[config.mk]
export PLATFORM = sky130hd
export DESIGN_NAME = pdc_debug_ctrl
export DESIGN_NICKNAME = d
export VERILOG_FILES = /design/src/hdl/pdc_pkg.sv /design/src/hdl/pdc_bp_match.sv /design/src/hdl/pdc_debug_ctrl.sv
export SDC_FILE = /design/constraint.sdc
export NUM_CORES = 1
export LEC_CHECK = 0
export BUFFER_PORTS_ARGS = -buffer_cell sky130_fd_sc_hd__buf_4
export CORE_ASPECT_RATIO = 0.7
export CORE_MARGIN = 8
export CORE_UTILIZATION = 40
export CTS_CLUSTER_SIZE = 25
export DETAILED_ROUTE_END_ITERATION = 8
export HOLD_SLACK_MARGIN = 0.1
export PLACE_DENSITY = 0.68
export SETUP_SLACK_MARGIN = 0.02
export SLEW_MARGIN = 20
export SYNTH_ARGS = -nofsm -noshare
export SYNTH_HDL_FRONTEND = slang
export SYNTH_SLANG_ARGS = --single-unit
[constraint.sdc]
create_clock -name clk -period 5.9 [get_ports clk]
set_input_delay 0 -clock clk [delete_from_list [all_inputs] [get_ports clk]]
set_output_delay 0 -clock clk [all_outputs]
set_load 0.1 [all_outputs]
[src/hdl/pdc_pkg.sv]
// Behaviour
// RULE1 - debug mode follows the host's debug-enable coil, set enters, clear leaves
// RULE2 - moving run/stop selector to stop forces debug mode off
// RULE3 - read-only discrete input reads one while debug mode is active
// RULE4 - 16-bit input register shows the command-line index being executed
// RULE5 - setting suspend coil halts execution at the current index
// RULE6 - clearing suspend coil resumes execution from where it halted; the code halts again at once while the line matches an enabled breakpoint
// RULE7 - read-only discrete input reads one while execution is halted
// RULE8 - with single-step set, each resume executes one line then halts
// RULE9 - enabled first breakpoint halts execution on reaching its index
// RULE10 - each breakpoint has a 16-bit read-write index holding register
// RULE11 - four independent breakpoints; any enabled match halts execution
// RULE12 - breakpoints two to four sit at consecutive following addresses
// RULE13 - breakpoint compare precedes the matching line; halt sets suspend flag
// RULE14 - halts act only in debug mode; leaving debug releases any halt
package pdc_pkg;

   // object table selectors of the host access port
   localparam logic [1:0] PDC_TBL_COIL   = 2'h0;
   localparam logic [1:0] PDC_TBL_DISC   = 2'h1;
   localparam logic [1:0] PDC_TBL_INREG  = 2'h2;
   localparam logic [1:0] PDC_TBL_HOLD   = 2'h3;

   // object addresses
   localparam logic [15:0] PDC_ADDR_DEBUG   = 16'h6100;
   localparam logic [15:0] PDC_ADDR_HALT    = 16'h6101;
   localparam logic [15:0] PDC_ADDR_STEP    = 16'h6102;
   localparam logic [15:0] PDC_ADDR_BP_BASE = 16'h6200;

   // geometry and reset values
   localparam int          PDC_NUM_BP   = 4;
   localparam int          PDC_IDX_W    = 16;
   localparam logic [15:0] PDC_IDX_RST  = 16'h0000;
   localparam logic        PDC_RUN_STOP = 1'b0;

   // one host access to the object tables
   typedef struct packed {
      logic        valid;
      logic        write;
      logic [1:0]  table_sel;
      logic [15:0] addr;
      logic [15:0] wdata;
   } pdc_req_type;

   // one answer from the object tables
   typedef struct packed {
      logic        valid;
      logic        error;
      logic [15:0] rdata;
   } pdc_rsp_type;

   // execution engine handshake
   typedef struct packed {
      logic        lineValid;
      logic [15:0] lineIndex;
   } pdc_exec_type;

endpackage : pdc_pkg

[src/hdl/pdc_bp_match.sv]
`timescale 1ns/1ns
// compares the upcoming line against every enabled breakpoint
module pdc_bp_match
   import pdc_pkg::*;
#(
   parameter int NUM_BP = PDC_NUM_BP,
   parameter int IDX_W  = PDC_IDX_W
)(
   // breakpoint set
   input  wire logic [NUM_BP-1:0]           bpEnable,
   input  wire logic [NUM_BP-1:0][IDX_W-1:0] bpIndex,
   // line about to execute
   input  wire logic [IDX_W-1:0]            lineIndex,
   // any enabled breakpoint hit
   output logic                             hit
);

   // any enabled breakpoint whose index equals the line hits
   always_comb
   begin
      hit = 1'b0;
      for (int i = 0; i < NUM_BP; i++)
      begin
         if (bpEnable[i] && bpIndex[i] == lineIndex)
            hit = 1'b1; // [RULE11]
      end
   end

endmodule : pdc_bp_match

[src/hdl/pdc_debug_ctrl.sv]
`timescale 1ns/1ns
// debug control: object tables, halt control and breakpoints
module pdc_debug_ctrl
   import pdc_pkg::*;
#(
   parameter int NUM_BP = PDC_NUM_BP,
   parameter int IDX_W  = PDC_IDX_W
)(
   // clock and reset
   input  wire logic        clk,
   input  wire logic        resetn,
   // run/stop selector pin, low is stop
   input  wire logic        runStopPin,
   // host access to the object tables
   input  wire pdc_req_type hostReq,
   output pdc_rsp_type      hostRsp,
   // execution engine: line offered and permission to execute it
   input  wire pdc_exec_type execLine,
   output logic             execGrant
);

   // state
   logic                             debugCoil, next_debugCoil;
   logic                             haltCoil, next_haltCoil;
   logic                             stepCoil, next_stepCoil;
   logic [NUM_BP-1:0]                bpEnable, next_bpEnable;
   logic [NUM_BP-1:0][IDX_W-1:0]     bpIndex, next_bpIndex;
   logic [IDX_W-1:0]                 curIndex, next_curIndex;
   logic                             runSync1, runSync2, runPrev;
   pdc_rsp_type                      rsp, next_rsp;
   logic                             bpHit;
   logic                             debugActive;
   logic                             halted;
   logic                             stopEdge;

   // bp index decode, shared by read and write paths
   function automatic logic bp_sel(input logic [15:0] a,
                                   output int idx);
      logic [15:0] off;
      off = a - PDC_ADDR_BP_BASE;
      idx = int'(off);
      return (a >= PDC_ADDR_BP_BASE) && (off < 16'(NUM_BP)); // [RULE12]
   endfunction : bp_sel

   // selector pin passes two flops before use
   always_ff @(posedge clk)
   begin
      if (!resetn)
      begin
         runSync1 <= PDC_RUN_STOP;
         runSync2 <= PDC_RUN_STOP;
         runPrev  <= PDC_RUN_STOP;
      end
      else
      begin
         runSync1 <= runStopPin;
         runSync2 <= runSync1;
         runPrev  <= runSync2;
      end
   end

   // moving to stop is the falling edge of the synchronised selector
   assign stopEdge    = runPrev && !runSync2; // [RULE2]
   assign debugActive = debugCoil;             // [RULE1]
   // halt holds only in debug mode
   assign halted      = debugActive && haltCoil; // [RULE14]

   pdc_bp_match #(
      .NUM_BP (NUM_BP),
      .IDX_W  (IDX_W)
   ) u_match (
      .bpEnable  (bpEnable),
      .bpIndex   (bpIndex),
      .lineIndex (execLine.lineIndex),
      .hit       (bpHit)
   );

   // line may run unless halted or, in debug mode, an enabled breakpoint matches it
   assign execGrant = execLine.lineValid && !halted
                      && !(debugActive && bpHit); // [RULE13]

   // next state of coils, holding registers, index and answer
   always_comb
   begin
      int bi;
      logic bpOk;
      bi             = 0;
      bpOk           = bp_sel(hostReq.addr, bi);
      next_debugCoil = debugCoil;
      next_haltCoil  = haltCoil;
      next_stepCoil  = stepCoil;
      next_bpEnable  = bpEnable;
      next_bpIndex   = bpIndex;
      next_curIndex  = curIndex;
      next_rsp       = '0;
      // host writes
      if (hostReq.valid && hostReq.write)
      begin
         next_rsp.valid = 1'b1;
         if (hostReq.table_sel == PDC_TBL_COIL)
         begin
            if (hostReq.addr == PDC_ADDR_DEBUG)
               next_debugCoil = hostReq.wdata[0]; // [RULE1]
            else if (hostReq.addr == PDC_ADDR_HALT)
               next_haltCoil = hostReq.wdata[0]; // [RULE5] [RULE6]
            else if (hostReq.addr == PDC_ADDR_STEP)
               next_stepCoil = hostReq.wdata[0];
            else if (bpOk)
               next_bpEnable[bi] = hostReq.wdata[0]; // [RULE9]
            else
               next_rsp.error = 1'b1;
         end
         else if (hostReq.table_sel == PDC_TBL_HOLD && bpOk)
            next_bpIndex[bi] = hostReq.wdata; // [RULE10]
         else
            next_rsp.error = 1'b1;
      end
      // host reads
      else if (hostReq.valid)
      begin
         next_rsp.valid = 1'b1;
         unique case (hostReq.table_sel)
            PDC_TBL_COIL:
            begin
               if (hostReq.addr == PDC_ADDR_DEBUG)
                  next_rsp.rdata[0] = debugCoil;
               else if (hostReq.addr == PDC_ADDR_HALT)
                  next_rsp.rdata[0] = haltCoil;
               else if (hostReq.addr == PDC_ADDR_STEP)
                  next_rsp.rdata[0] = stepCoil;
               else if (bpOk)
                  next_rsp.rdata[0] = bpEnable[bi];
               else
                  next_rsp.error = 1'b1;
            end
            PDC_TBL_DISC:
            begin
               if (hostReq.addr == PDC_ADDR_DEBUG)
                  next_rsp.rdata[0] = debugActive; // [RULE3]
               else if (hostReq.addr == PDC_ADDR_HALT)
                  next_rsp.rdata[0] = halted; // [RULE7]
               else
                  next_rsp.error = 1'b1;
            end
            PDC_TBL_INREG:
            begin
               if (hostReq.addr == PDC_ADDR_DEBUG)
                  next_rsp.rdata = curIndex; // [RULE4]
               else
                  next_rsp.error = 1'b1;
            end
            PDC_TBL_HOLD:
            begin
               if (bpOk)
                  next_rsp.rdata = bpIndex[bi]; // [RULE10]
               else
                  next_rsp.error = 1'b1;
            end
         endcase
      end
      // offered line: index tracks it, breakpoint halts before it
      if (execLine.lineValid)
         next_curIndex = execLine.lineIndex; // [RULE4]
      if (execLine.lineValid && debugActive && !haltCoil && bpHit)
         next_haltCoil = 1'b1; // [RULE13]
      // single step: one executed line then halt again
      if (execGrant && debugActive && stepCoil)
         next_haltCoil = 1'b1; // [RULE8]
      // stop selector drops debug mode and any halt
      if (stopEdge)
         next_debugCoil = 1'b0; // [RULE2]
      if (!next_debugCoil)
         next_haltCoil = 1'b0; // [RULE14]
   end

   // register the state
   always_ff @(posedge clk)
   begin
      if (!resetn)
      begin
         debugCoil <= 1'b0;
         haltCoil  <= 1'b0;
         stepCoil  <= 1'b0;
         bpEnable  <= '0;
         bpIndex   <= '0;
         curIndex  <= PDC_IDX_RST;
         rsp       <= '0;
      end
      else
      begin
         debugCoil <= next_debugCoil;
         haltCoil  <= next_haltCoil;
         stepCoil  <= next_stepCoil;
         bpEnable  <= next_bpEnable;
         bpIndex   <= next_bpIndex;
         curIndex  <= next_curIndex;
         rsp       <= next_rsp;
      end
   end

   assign hostRsp = rsp;
endmodule : pdc_debug_ctrl

==> results.sh <==
export IMPL_drtPass1Iterations=5
export IMPL_mappedNetlistNets=602
export IMPL_clkSlewWorstSetupHoldPaths_ns=0.07
export IMPL_synth_compound_area_share_pct=4.28
export IMPL_synth_top_area_share_pct=38.9
export IMPL_xor_xnor_share_of_the_synthesized_area_pct=10.3
export IMPL_routabilityCongestion=0.900
export IMPL_fillers=1259
export IMPL_core_area_sq_um=13700
export IMPL_cts_resized=0
export IMPL_die_height_um=115
export IMPL_multi_input_area_sq_um=3150
export IMPL_area_growth_from_synthesis_to_final_layout_pct=22.7
export IMPL_dr_total_vias=4129
export IMPL_dpl_hpwl_mm=10.5
export IMPL_power_frac_comb_pct=10.6
export IMPL_ys_seq_elements=108
export IMPL_required_ns=6.20
export IMPL_cell_internal_pwr_mw=1.16
export IMPL_area_sequential_sq_um=2160
export IMPL_cts_hold_repair_buffers=37
export IMPL_post_route_cell_area_sq_um=6820
export IMPL_status="finished, final reports clean"
export IMPL_numPortBuffers=74
export IMPL_finalCritPeriodShare_pct=48.1
export IMPL_kind_of_critical_path="in -> reg"
export IMPL_timing_worst_slew_pin_value_ns=1.03
export IMPL_switching_share_pct=23.9
export IMPL_max_fanout_on_critical_path=16
export IMPL_max_cap_violations=0
export IMPL_wl_mm=14.5
export IMPL_postCtsSetupRepairBufs=0
export IMPL_p_leak_nw=2.89
export IMPL_timing_critical_path_from_type="input pin"
export IMPL_dieWidth_um=157
export IMPL_clock_tree_buffer_depth=2
export IMPL_final_antenna_net_count=0
export IMPL_worst_clock_skew_ns=0.00730
export IMPL_grt_first_pass_wirelength_mm=22.3
export IMPL_grt_remaining_overflow=0
export IMPL_clock_sink_count=108
export IMPL_synthMuxAreaShare_pct=22.6
export IMPL_diode_count=0
export IMPL_synthTopCellsByArea="dfxtp_1, mux2i_1, nor2b_1"
export IMPL_final_layout_size_suffix_gt1_share_pct=18.3
export IMPL_rows=36
export IMPL_wire_per_inst_um=17.8
export IMPL_io_pin_count=75
export IMPL_synth_adder_area_share_pct=0.225
export IMPL_route_detailed_drc=0
export IMPL_critical_path_arrival_ns=3.13
export IMPL_number_of_antenna_violations_at_the_first_check_in_global_routing=0
export IMPL_synth_cell_area_sq_um=5550
export IMPL_combinational_family_with_the_most_area_after_synthesis="multiplexers"
export IMPL_synth_simple_gate_area_share_pct=19.4
export IMPL_clock_tree_htree_level_count=3
export IMPL_peakVddDrop_mv=0.146
export IMPL_timing_final_crit_period_ns=2.84
export IMPL_power_per_cell_area_nw_per_um2=224
export IMPL_setup_repair_after_global_routing_missed_its_margin="false"
export IMPL_clock_tree_from_tritoncts="yes"
export IMPL_dpl_instance_area_sq_um=6130
export IMPL_synth_warning_count=0
export IMPL_drt_vias_per_instance=5.07
export IMPL_first_global_vias=4010
export IMPL_p_sw_mw=0.364
export IMPL_pin_count_of_the_biggest_net_entering_global_routing=91
export IMPL_p_clk_share_pct=40.8
export IMPL_finalHoldViolations=0
export IMPL_fmax_mhz=352
export IMPL_relSlewSlack_pct=31.1
export IMPL_synth_top_cells_by_count="dfxtp_1, mux2i_1, nor2b_1"
export IMPL_final_max_slew_violation_count=0
export IMPL_fin_setup_tns_ns=0
export IMPL_cts_inserted_buffers=9
export IMPL_drt_iter0_markers=394
export IMPL_crit_path_end_kind="flip-flop"
export IMPL_root_buffer="clkbuf_16"
export IMPL_syn_instance_count=545
export IMPL_yosys_most_used_dff="dfxtp_1"
export IMPL_synth_edff_count=0
export IMPL_number_of_distinct_standard_cells_referenced_by_the_synthesized_netlist=43
export IMPL_worstSkewPairLatency_ns=0.35
export IMPL_initial_core_util_pct=40.4
export IMPL_yosysSeqAreaShare_pct=38.9
export IMPL_dieArea_sq_um=18000
export IMPL_synth_largest_area_cell="dfxtp_1"
export IMPL_finalSetupViolations=0
export IMPL_power_share_sequential_pct=48.5
export IMPL_path_category_of_the_worst_min_delay_check="in -> reg"
export IMPL_synth_most_common_cell="dfxtp_1"
export IMPL_postSynthAreaPerCell_sq_um=10.2
export IMPL_global_route_usage_total_pct=16.2
export IMPL_postSynth_asyncResetShare_pct=0
export IMPL_final_nets=676
## critical path: stages
cell           delay [ns]
buf_4                0.11
nor4_1               0.33
or4b_1               0.51
or2_1                0.33
nor4b_4              0.79
nand2_1              0.12
a2111oi_1            0.36
dlygate4sd3_1        0.59
## cells in the final DEF (no fill, tap or decap), types with 13 or more instances in the layout
| cell | instances |
|---|---|
| xor2_1 | 16 |
| mux2i_1 | 87 |
| a22oi_1 | 16 |
| buf_4 | 74 |
| dfxtp_1 | 108 |
| mux4_2 | 17 |
| dlygate4sd3_1 | 37 |
| nand4_1 | 13 |
| nor2b_1 | 87 |
| xnor2_1 | 49 |
| nor2_1 | 28 |
## stage by stage
| stage | std cells | setup WS (ns) | util, % | total power, mW | hold slack [ns] |
|---|---|---|---|---|---|
| floorplan | 545 | 3.68 | - | 0.846 | 0.127 |
| global placement | 761 | 2.86 | 44.7 | 0.897 | 0.214 |
| detailed placement | 761 | 2.80 | 44.7 | 0.899 | 0.218 |
| CTS | 814 | 3.09 | 49.6 | 1.54 | 0.114 |
| global route | 814 | 2.92 | 49.6 | 1.58 | 0.129 |
| finish | 814 | 3.06 | 49.6 | 1.52 | 0.118 |
## registers in the layout (all words and copies together) (netlist names)
register,count
debugActive,1
bpIndex,64
runSync2,1
runPrev,1
bpEnable,4
curIndex,16
runSync1,1
stepCoil,1
hostRsp,18
haltCoil,1
## area by class of cell
cell class	instances	share of cell area, %
tap	190	3.49
clock inverter	6	1.05
multi-input combinational	382	46.3
timing repair buffer	111	13.6
sequential	108	31.7
inverter	7	0.386
clock buffer	10	3.51
## worst paths after layout
kind	slack [ns]	startpoint	cells past startpoint	end
worst max-delay path	3.06	hostReq[23]	8	hostRsp[0]
worst min register to register	0.43	runSync1	1	runSync2
worst min-delay path	0.12	hostReq[32]	3	hostRsp[16]
worst max register to register	3.86	debugActive	5	hostRsp[0]
## kinds of logic after synthesis
group | Yosys count
simple gates | 179
fa+ha+maj | 1
mux | 104
flops | 108
xor+xnor | 65
buf+inv | 55
compound gates | 33
## layer usage
metal  wire [um]  GRT usage [%]  up-vias
met5           0              0        -
met4         199           4.98        0
met3         948           4.52       15
met2        5860           21.9      128
met1        7460           23.9     1964
li1            -              -     2022
## power by group through the flow
| stage | Clock, mW | Combinational, mW | Sequential [mW] |
|---|---|---|---|
| after global placement | 0 | 0.140 | 0.757 |
| after CTS | 0.636 | 0.162 | 0.740 |
| after global routing | 0.666 | 0.173 | 0.741 |
| after detailed placement | 0 | 0.142 | 0.757 |
| after floorplan | 0 | 0.0839 | 0.762 |
| final | 0.622 | 0.162 | 0.740 |
Note: power is estimated with default switching activity, not from simulation.
